## config.mk

```make
export PLATFORM = sky130hd
export DESIGN_NAME = setting_area_exchange
export DESIGN_NICKNAME = d
export VERILOG_FILES = /design/src/logic/setting_area_pkg.sv /design/src/logic/setting_area_exchange.sv
export SDC_FILE = /design/constraint.sdc
export NUM_CORES = 2
export LEC_CHECK = 0
export BUFFER_PORTS_ARGS = -buffer_cell sky130_fd_sc_hd__buf_2
export CORE_AREA = 3 3 297 416
export DETAILED_ROUTE_END_ITERATION = 16
export DIE_AREA = 0 0 300 419
export PLACE_DENSITY = 0.73
export SLEW_MARGIN = 30
export SYNTH_ARGS = -nofsm -noshare
export SYNTH_HDL_FRONTEND = slang
export SYNTH_SLANG_ARGS = --single-unit
export TNS_END_PERCENT = 1
```

## constraint.sdc

```tcl
create_clock -name clk_i -period 43.9 [get_ports clk_i]
set_clock_uncertainty 0.05 [all_clocks]
set_input_delay 6.585 -clock clk_i [delete_from_list [all_inputs] [get_ports clk_i]]
set_output_delay 6.585 -clock clk_i [all_outputs]
set_load 0.01 [all_outputs]
```

## src/logic/setting_area_pkg.sv

```systemverilog
// Purpose: Shared constants and types.
// Assumes: Registers are 16-bit words, one per aligned 32-bit Wishbone word.
// Notes: Byte address is four times the word index.
package setting_area_pkg;

    // ---------------------------------------------------------------------
    // Geometry
    // ---------------------------------------------------------------------
    localparam int CHANNELS = 4;
    localparam int CONT_PER_CH = 4;
    localparam int INIT_PER_CH = 2;
    localparam int CONT_WORDS = CHANNELS * CONT_PER_CH;
    localparam int INIT_WORDS = CHANNELS * INIT_PER_CH;
    localparam int EXP_WORDS = 4;
    localparam int OP_WORDS = 10;

    // ---------------------------------------------------------------------
    // Word indices
    // ---------------------------------------------------------------------
    localparam logic [7:0] IDX_CMD = 8'h00;
    localparam logic [7:0] IDX_ERR_ADDR = 8'h01;
    localparam logic [7:0] IDX_CONT = 8'h02;
    localparam logic [7:0] IDX_INIT = 8'h12;
    localparam logic [7:0] IDX_EXP = 8'h64;
    localparam logic [7:0] IDX_OP = 8'h80;
    localparam logic [7:0] IDX_STATUS = 8'h8c;
    localparam logic [7:0] IDX_CLEAR = 8'h8d;
    localparam logic [7:0] IDX_ENABLE = 8'h8e;

    // ---------------------------------------------------------------------
    // Host memory placement
    // ---------------------------------------------------------------------
    localparam logic [15:0] IO_BASE = 16'h07d0;
    localparam logic [15:0] IO_SPAN = 16'h000a;
    localparam logic [15:0] SET_BASE = 16'h4e20;
    localparam logic [15:0] SET_SPAN = 16'h0064;

    // ---------------------------------------------------------------------
    // Values and limits
    // ---------------------------------------------------------------------
    localparam logic [15:0] DEFAULT_CMD = 16'h0001;
    localparam logic [15:0] CONT_DEFAULT = 16'h0000;
    localparam logic [15:0] TYPE_DEFAULT = 16'h0015;
    localparam logic [15:0] SCALE_DEFAULT = 16'h0000;
    localparam logic [15:0] EXP_DEFAULT = 16'h0000;
    localparam logic [15:0] HYST_MAX = 16'h270f;
    localparam logic [15:0] DELAY_MAX = 16'h003c;
    localparam logic signed [15:0] ADJ_MAX = 16'sh270f;
    localparam logic [15:0] EXP_MAX = 16'h0001;
    localparam logic [15:0] NO_ERROR = 16'h0000;

    // Interrupt status bits
    localparam int IRQ_RANGE = 0;
    localparam int IRQ_REFRESH = 1;
    localparam int IRQ_INIT = 2;
    localparam int IRQ_BITS = 3;

    typedef enum logic [1:0] {PH_INIT, PH_RUN, PH_HOLD} phase_t;

    // Input type codes accepted by a channel
    function automatic logic type_ok(input logic [15:0] v);
        unique case (v)
            16'h0000, 16'h0003, 16'h0007, 16'h0015, 16'h0017, 16'h0019, 16'h0021,
            16'h0024, 16'h0025, 16'h0026, 16'h0030, 16'h0031, 16'h0032, 16'h0035,
            16'h0036: type_ok = 1'b1;
            default: type_ok = 1'b0;
        endcase
    endfunction : type_ok

endpackage : setting_area_pkg

```

## src/logic/setting_area_exchange.sv

```systemverilog
// Purpose: Word exchange between a four-channel input module and its controller.
// Assumes: refresh_i is a one-cycle pulse per cyclic refresh; inputs are synchronous.
// Notes: Settings live in flip-flops behind a classic Wishbone slave.
// Notes on behaviour
// - Four channels, each with its own independently applied input type.
// - Operating words (values, alarms, sensor errors) captured every refresh.
// - Defaults delivered on read command only at start.
// - Continuous settings taken every refresh and at power-on or restart.
// - Initial settings read only at power-on or restart.
// - Expansion settings read only at power-on or restart.
// - Out-of-range continuous or initial word lights the setting error lamp.
// - Error-address word holds offset of first bad word from base.
// - Bad expansion word reports offset 100 or above.
// - Continuous errors reported at once; initial ones again after restart.
// - Operating and setting words placed by unit number.
// - Operating base 2000 plus 10N; setting base 20000 plus 100N.
//
// The address map and register access over Wishbone were left to the implementer.
module setting_area_exchange (
    input wire logic clk_i,
    input wire logic rst_i,
    input wire logic wb_cyc_i,
    input wire logic wb_stb_i,
    input wire logic wb_we_i,
    input wire logic [9:2] wb_adr_i,
    input wire logic [3:0] wb_sel_i,
    input wire logic [31:0] wb_dat_i,
    output logic [31:0] wb_dat_o,
    output logic wb_ack_o,
    input wire logic refresh_i,
    input wire logic restart_i,
    input wire logic [6:0] unit_no_i,
    input wire logic [63:0] pv_i,
    input wire logic [15:0] alarm_i,
    input wire logic [3:0] sensor_err_i,
    output logic [255:0] cont_act_o,
    output logic [127:0] init_act_o,
    output logic [63:0] exp_act_o,
    output logic [15:0] io_base_o,
    output logic [15:0] set_base_o,
    output logic setting_error_lamp_o,
    output logic irq_o
);

    // ---------------------------------------------------------------------
    // State
    // ---------------------------------------------------------------------
    typedef struct packed {
        setting_area_pkg::phase_t phase;
        logic restart;
        logic [15:0] cmd;
        logic [15:0] err_addr;

        logic [setting_area_pkg::CONT_WORDS-1:0][15:0] cont;
        logic [setting_area_pkg::CONT_WORDS-1:0][15:0] cont_act;
        logic [setting_area_pkg::INIT_WORDS-1:0][15:0] init;
        logic [setting_area_pkg::INIT_WORDS-1:0][15:0] init_act;
        logic [setting_area_pkg::EXP_WORDS-1:0][15:0] expn;
        logic [setting_area_pkg::EXP_WORDS-1:0][15:0] expn_act;

        logic [setting_area_pkg::OP_WORDS-1:0][15:0] op;

        logic init_err;
        logic [15:0] init_err_addr;
        logic lamp;

        logic [setting_area_pkg::IRQ_BITS-1:0] sts;
        logic [setting_area_pkg::IRQ_BITS-1:0] ena;
        logic irq;

        logic ack;
        logic [31:0] rdat;
        logic [15:0] io_base;
        logic [15:0] set_base;
    } state_t;

    state_t q;
    state_t d;

    // ---------------------------------------------------------------------
    // Helpers
    // ---------------------------------------------------------------------
    function automatic logic [15:0] merge16(input logic [15:0] old, input logic [31:0] dat,
                                            input logic [3:0] sel);
        merge16 = old;
        if (sel[0]) begin
            merge16[7:0] = dat[7:0];
        end
        if (sel[1]) begin
            merge16[15:8] = dat[15:8];
        end
    endfunction : merge16

    // Word k of a channel: 0 hysteresis, 1 on-delay, 2 zero, 3 span
    function automatic logic cont_ok(input int k, input logic [15:0] v);
        unique case (k % setting_area_pkg::CONT_PER_CH)
            0: cont_ok = v <= setting_area_pkg::HYST_MAX;
            1: cont_ok = v <= setting_area_pkg::DELAY_MAX;
            default: cont_ok = ($signed(v) <= setting_area_pkg::ADJ_MAX)
                && ($signed(v) >= -setting_area_pkg::ADJ_MAX);
        endcase
    endfunction : cont_ok

    // Word 0 of a channel is its input type, word 1 its scaling
    function automatic logic init_ok(input int k, input logic [15:0] v);
        init_ok = (k % setting_area_pkg::INIT_PER_CH != 0) || setting_area_pkg::type_ok(v);
    endfunction : init_ok

    // ---------------------------------------------------------------------
    // Range scan: first bad word of each group, lowest offset wins
    // ---------------------------------------------------------------------
    logic cont_bad;
    logic [15:0] cont_off;

    logic init_bad;
    logic [15:0] init_off;

    logic exp_bad;
    logic [15:0] exp_off;

    always_comb begin
        cont_bad = 1'b0;
        cont_off = setting_area_pkg::NO_ERROR;
        init_bad = 1'b0;
        init_off = setting_area_pkg::NO_ERROR;
        exp_bad = 1'b0;
        exp_off = setting_area_pkg::NO_ERROR;

        for (int i = setting_area_pkg::CONT_WORDS - 1; i >= 0; i--) begin
            if (!cont_ok(i, q.cont[i])) begin
                cont_bad = 1'b1;
                cont_off = {8'h00, setting_area_pkg::IDX_CONT + 8'(i)};
            end
        end

        for (int i = setting_area_pkg::INIT_WORDS - 1; i >= 0; i--) begin
            if (!init_ok(i, q.init[i])) begin
                init_bad = 1'b1;
                init_off = {8'h00, setting_area_pkg::IDX_INIT + 8'(i)};
            end
        end

        for (int i = setting_area_pkg::EXP_WORDS - 1; i >= 0; i--) begin
            if (q.expn[i] > setting_area_pkg::EXP_MAX) begin
                exp_bad = 1'b1;
                exp_off = {8'h00, setting_area_pkg::IDX_EXP + 8'(i)};
            end
        end
    end

    // ---------------------------------------------------------------------
    // Register read mux
    // ---------------------------------------------------------------------
    // Clear and unmapped words read as zero
    function automatic logic [15:0] read_word(input state_t s, input logic [7:0] idx);
        read_word = 16'h0000;
        if (idx == setting_area_pkg::IDX_CMD) begin
            read_word = s.cmd;
        end else if (idx == setting_area_pkg::IDX_ERR_ADDR) begin
            read_word = s.err_addr;
        end else if (idx >= setting_area_pkg::IDX_CONT && idx < setting_area_pkg::IDX_INIT) begin
            read_word = s.cont[4'(idx - setting_area_pkg::IDX_CONT)];
        end else if (idx >= setting_area_pkg::IDX_INIT
                     && idx < setting_area_pkg::IDX_INIT + 8'(setting_area_pkg::INIT_WORDS)) begin
            read_word = s.init[3'(idx - setting_area_pkg::IDX_INIT)];
        end else if (idx >= setting_area_pkg::IDX_EXP
                     && idx < setting_area_pkg::IDX_EXP + 8'(setting_area_pkg::EXP_WORDS)) begin
            read_word = s.expn[2'(idx - setting_area_pkg::IDX_EXP)];
        end else if (idx >= setting_area_pkg::IDX_OP
                     && idx < setting_area_pkg::IDX_OP + 8'(setting_area_pkg::OP_WORDS)) begin
            read_word = s.op[4'(idx - setting_area_pkg::IDX_OP)];
        end else if (idx == setting_area_pkg::IDX_STATUS) begin
            read_word = {13'h0000, s.sts};
        end else if (idx == setting_area_pkg::IDX_ENABLE) begin
            read_word = {13'h0000, s.ena};
        end
    endfunction : read_word

    // ---------------------------------------------------------------------
    // Next state
    // ---------------------------------------------------------------------
    logic [7:0] idx;
    logic [setting_area_pkg::IRQ_BITS-1:0] ev;
    logic [setting_area_pkg::IRQ_BITS-1:0] clr;

    always_comb begin
        d = q;
        d.ack = 1'b0;
        idx = wb_adr_i;
        ev = '0;
        clr = '0;

        // Ack one cycle after the take
        if (wb_cyc_i && wb_stb_i && !q.ack) begin
            d.ack = 1'b1;
            d.rdat = {16'h0000, read_word(q, idx)};

            if (wb_we_i) begin
                if (idx == setting_area_pkg::IDX_CMD) begin
                    d.cmd = merge16(q.cmd, wb_dat_i, wb_sel_i);
                end else if (idx >= setting_area_pkg::IDX_CONT
                             && idx < setting_area_pkg::IDX_INIT) begin
                    d.cont[4'(idx - setting_area_pkg::IDX_CONT)] =
                        merge16(q.cont[4'(idx - setting_area_pkg::IDX_CONT)], wb_dat_i, wb_sel_i);
                end else if (idx >= setting_area_pkg::IDX_INIT
                             && idx < setting_area_pkg::IDX_INIT
                                      + 8'(setting_area_pkg::INIT_WORDS)) begin
                    // Stored now, applied only at the next start
                    d.init[3'(idx - setting_area_pkg::IDX_INIT)] =
                        merge16(q.init[3'(idx - setting_area_pkg::IDX_INIT)], wb_dat_i, wb_sel_i);
                end else if (idx >= setting_area_pkg::IDX_EXP
                             && idx < setting_area_pkg::IDX_EXP
                                      + 8'(setting_area_pkg::EXP_WORDS)) begin
                    d.expn[2'(idx - setting_area_pkg::IDX_EXP)] =
                        merge16(q.expn[2'(idx - setting_area_pkg::IDX_EXP)], wb_dat_i, wb_sel_i);
                end else if (idx == setting_area_pkg::IDX_CLEAR && wb_sel_i[0]) begin
                    clr = wb_dat_i[setting_area_pkg::IRQ_BITS-1:0];
                end else if (idx == setting_area_pkg::IDX_ENABLE && wb_sel_i[0]) begin
                    d.ena = wb_dat_i[setting_area_pkg::IRQ_BITS-1:0];
                end
            end
        end

        // Restart bit: hold while set, start over when it is cleared
        d.restart = restart_i;
        unique case (q.phase)
            setting_area_pkg::PH_INIT: begin
                if (q.cmd == setting_area_pkg::DEFAULT_CMD) begin
                    // Defaults overwrite stored words for read back
                    for (int i = 0; i < setting_area_pkg::CONT_WORDS; i++) begin
                        d.cont[i] = setting_area_pkg::CONT_DEFAULT;
                    end
                    for (int i = 0; i < setting_area_pkg::INIT_WORDS; i++) begin
                        d.init[i] = (i % setting_area_pkg::INIT_PER_CH == 0)
                            ? setting_area_pkg::TYPE_DEFAULT : setting_area_pkg::SCALE_DEFAULT;
                    end
                    for (int i = 0; i < setting_area_pkg::EXP_WORDS; i++) begin
                        d.expn[i] = setting_area_pkg::EXP_DEFAULT;
                    end
                    d.cmd = 16'h0000;
                    d.init_err = 1'b0;
                    d.err_addr = setting_area_pkg::NO_ERROR;
                    d.lamp = 1'b0;
                end else begin
                    d.init_err = init_bad || exp_bad;
                    d.lamp = cont_bad || init_bad || exp_bad;
                    if (cont_bad) begin
                        d.err_addr = cont_off;
                    end else if (init_bad) begin
                        d.err_addr = init_off;
                    end else if (exp_bad) begin
                        d.err_addr = exp_off;
                    end else begin
                        d.err_addr = setting_area_pkg::NO_ERROR;
                    end
                    ev[setting_area_pkg::IRQ_RANGE] = d.lamp;
                end

                d.init_err_addr = init_bad ? init_off : exp_off;
                d.cont_act = d.cont;
                d.init_act = d.init;
                d.expn_act = d.expn;

                // Unit number sampled at each start
                d.io_base = setting_area_pkg::IO_BASE
                    + 16'(unit_no_i) * setting_area_pkg::IO_SPAN;
                d.set_base = setting_area_pkg::SET_BASE
                    + 16'(unit_no_i) * setting_area_pkg::SET_SPAN;

                ev[setting_area_pkg::IRQ_INIT] = 1'b1;
                d.phase = restart_i ? setting_area_pkg::PH_HOLD : setting_area_pkg::PH_RUN;
            end

            setting_area_pkg::PH_RUN: begin
                if (restart_i) begin
                    d.phase = setting_area_pkg::PH_HOLD;
                end else if (refresh_i) begin
                    for (int c = 0; c < setting_area_pkg::CHANNELS; c++) begin
                        d.op[c] = pv_i[c*16 +: 16];
                    end
                    d.op[setting_area_pkg::CHANNELS] = alarm_i;
                    d.op[setting_area_pkg::CHANNELS+1] = {12'h000, sensor_err_i};

                    d.cont_act = q.cont;
                    // Initial-group error stays latched until the next start
                    if (cont_bad) begin
                        d.err_addr = cont_off;
                    end else if (q.init_err) begin
                        d.err_addr = q.init_err_addr;
                    end else begin
                        d.err_addr = setting_area_pkg::NO_ERROR;
                    end

                    d.lamp = cont_bad || q.init_err;
                    ev[setting_area_pkg::IRQ_RANGE] = cont_bad && !q.lamp;
                    ev[setting_area_pkg::IRQ_REFRESH] = 1'b1;
                end
            end

            // Refresh is refused while held
            setting_area_pkg::PH_HOLD: begin
                if (q.restart && !restart_i) begin
                    d.phase = setting_area_pkg::PH_INIT;
                end
            end
        endcase

        // Set wins over a clear in the same cycle
        d.sts = (q.sts & ~clr) | ev;
        d.irq = |(d.sts & d.ena);
    end

    // ---------------------------------------------------------------------
    // Registers
    // ---------------------------------------------------------------------
    always_ff @(posedge clk_i or posedge rst_i) begin
        if (rst_i) begin
            q <= '0;
            q.phase <= setting_area_pkg::PH_INIT;

            for (int i = 0; i < setting_area_pkg::INIT_WORDS; i++) begin
                q.init[i] <= (i % setting_area_pkg::INIT_PER_CH == 0)
                    ? setting_area_pkg::TYPE_DEFAULT : setting_area_pkg::SCALE_DEFAULT;
            end
        end else begin
            q <= d;
        end
    end

    // ---------------------------------------------------------------------
    // Outputs
    // ---------------------------------------------------------------------
    assign wb_dat_o = q.rdat;
    assign wb_ack_o = q.ack;

    assign cont_act_o = q.cont_act;
    assign init_act_o = q.init_act;
    assign exp_act_o = q.expn_act;
    assign io_base_o = q.io_base;
    assign set_base_o = q.set_base;
    assign setting_error_lamp_o = q.lamp;
    assign irq_o = q.irq;

endmodule : setting_area_exchange

```

==> metrics <==
Finished Layout Cells about 6900; CTS Hold Bufs 0; Syn Inst Count 5242; Net Sw Frac about 38%; I/O pins between 600 and 700; Core Region between 0.1 and 0.15 mm²; Placer Congestion between 1 and 1.5; grt total ovfl 0; max-cap violations 0; Die Footprint roughly 0.13 mm²; most common library cells after synthesis nor2_1, dfrtp_1, buf_4, clkbuf_1, a221oi_1; Seq/Total Area, Yosys 49.2%; largest fanout on the critical path 39; met1 usage in global routing 36.9%; starting density of the core 45.1%; IO Port Bufs roughly 620; design area between 0.05 and 0.06 mm²; crit path kind in -> reg; post-synthesis compound-gate area fraction between 10% and 20%; largest net degree at the start of global routing around 260; largest family of logic cells by synthesized area compound AO/OA/AOI/OAI gates; Comb pwr share roughly a third; Die Ht between 400 and 500 µm; initial antenna violation count 26; Setup crit start kind input port; nets@finish between 5000 and 6000; DP HPWL roughly 140000 µm; area leader, netlist dfrtp_1; Pwr Density 57.5 mW/mm²; chip width 300 µm; GR peak layer met2; Setup violations, final 0; status complete, no violations; Synth Area per Inst roughly 10 µm²; met3 Use GR ~9%; Clock Latency Late Sink a little under 0.8 ns; Final Max Slew Viols 0; cell area after placement around 0.055 mm²; Relative slew margins between 20 and 30%; gr usage total 31.6%; adder-cell share of the synthesized area around 1.5%; RSZ-0062 raised after global routing false; post-synthesis async set-or-reset flop share between 90% and 100%; number of global-route vias before repair 41200; flops & latches, synth about 1100; layout cell share with drive strength beyond 1 23.9%; area of the multi-input gates approximately 0.022 mm²; CTS Root Cell clkbuf_16; sw power between 0.001 and 0.0015 W; # resized after CTS 0; clock share of power 29.1%; Fin. Hold Viols 0; GR Layer Usage met2 about half; Max Clock Freq 90.4 MHz; Via density ~6.2; CTS Buf Count approximately 100; post-CTS repair timing setup buffer count 0; Layout area overhead 8.40%; post-synthesis xor/xnor area fraction less than 1%; Util after Layout 48.9%; Final Cycle Share about 25%; Post-route DRC 0; Distinct cells, synth 86; clock input transition at the sequential cells of the worst setup and hold paths ~0.07 ns; maximum vdd drop approximately 67 µV; worst hold path class reg -> reg; area share of the largest cell type after synthesis 48.6%; DRT antenna net count 0; critical path endpoint category register; first-pass GRT wire length approximately 290000 µm; Yosys warning total 0; drt initial violations about 4900; mux contribution to synthesized area 9.06%; final WL 202000 µm; WP data required ~44 ns; CTS tree yes; Arr. time, crit path approximately 12 ns; sequential power share around two fifths; EDFF count, synth 0; Sink Count approximately 1100; # rows 150; Fill cells between 10000 and 15000; post-placement cell count between 6000 and 7000; Cell Area, Synth between 0.05 and 0.06 mm²; Top FF cell, synth dfrtp_1; dominant cells by area after synthesis dfrtp_1, nor2_1, buf_4; Leak 27.1 nW; htree depth 3; setup TNS 0 ns; 1st-pass router iterations 6; Avg WL per Cell 29.4 µm; Vias 42800; internal power between 0.002 and 0.0025 W; count leader, synth nor2_1; simple-gate share of the synthesized area about an eighth; clock buffer depth 3; Tmin final approximately 11 ns; Worst Tran Pin Value 1.07 ns; total area of sequential cells approximately 0.027 mm²
## layer usage
layer	up-vias	routed length (µm)
li1	18200	-
met1	21200	71100
met2	2667	94500
met3	665	20700
met4	6	15800
met5	-	32
## metrics by stage
| step | total power [W] | hold WS [ns] | worst slack (ns) |
|---|---|---|---|
| after floorplan | 0.00212 | 0.401 | 7.45 |
| after global placement | 0.00237 | 0.413 | 32.18 |
| after detailed placement | 0.00240 | 0.418 | 32.14 |
| after CTS | 0.00337 | 0.435 | 32.89 |
| after global routing | 0.00353 | 0.450 | 32.59 |
| final | 0.00336 | 0.429 | 32.84 |
## final timing paths
| check | from | to | slack, ns | cells past startpoint |
|---|---|---|---|---|
| worst min register to register | exp_act_o[3] | exp_act_o[3] | 0.43 | 1 |
| worst max register to register | q[940] | cont_act_o[194] | 39.87 | 6 |
| worst min-delay path | exp_act_o[3] | exp_act_o[3] | 0.43 | 1 |
| worst max-delay path | wb_adr_i[3] | cont_act_o[63] | 32.84 | 13 |
| max in group asynchronous | rst_i | q[521] | 34.54 | 6 |
| min in group asynchronous | rst_i | cont_act_o[3] | 5.90 | 2 |
## power groups by stage
stage	clock network (W)	logic (W)	registers [W]
3_3_place_gp	0	0.00107	0.00130
6_report	0.000980	0.00110	0.00129
3_5_place_dp	0	0.00109	0.00130
5_1_grt	0.00103	0.00120	0.00131
4_1_cts	0.000991	0.00110	0.00129
2_1_floorplan	0	0.000849	0.00127
## state kept, by name (all words and copies together) (netlist names)
signal                count
q                       570
cont_act_o              256
init_act_o              128
exp_act_o                64
wb_dat_o                 16
set_base_o               14
io_base_o                 9
irq_o                     1
setting_error_lamp_o      1
wb_ack_o                  1
## cell families after synthesis
family | Yosys count
AOI/OAI and AO/OA | 1188
xor gates and xnor gates | 22
adders and majority gates | 61
buffers and inverters | 966
DFF | 1060
muxes | 295
other | 1
and+or+nand+nor | 1649
## worst max-delay path, stage by stage
cell and delay [ns]:
buf_6 0.33, buf_4 0.61, buf_4 0.69, ha_1 0.39, nor2b_1 0.16, nor3_1 0.11, a211oi_4 0.47, nand3_2 0.55
nor2_2 0.24, buf_4 0.37, o21ai_2 0.28, a221oi_1 0.65, nor2_1 0.08
## layout make-up
class | count | area share, %
well taps | 1596 | 3.41
clock buffers | 127 | 4.78
diodes | 19 | 0.0813
clock inverters | 65 | 1.54
multi-input cells | 3238 | 37.5
inverters | 50 | 0.351
flip-flops and latches | 1060 | 45.4
repair buffers | 727 | 6.98
## cells in the final DEF, fill, tap and decap left out, types with 56 or more instances in the layout
cell | synthesis | final
nor2_1 | 1249 | 1247
dfrtp_1 | 1048 | 1048
buf_2 | 68 | 613
a221oi_1 | 269 | 269
a211oi_1 | 266 | 266
a21oi_1 | 239 | 239
o2bb2ai_1 | 180 | 180
mux4_2 | 144 | 144
nand2_1 | 151 | 144
mux2_2 | 106 | 106
clkbuf_16 | 0 | 103
buf_4 | 528 | 99
o21ai_0 | 79 | 78
ha_1 | 58 | 56
Note: power is estimated with default switching activity, not from simulation.
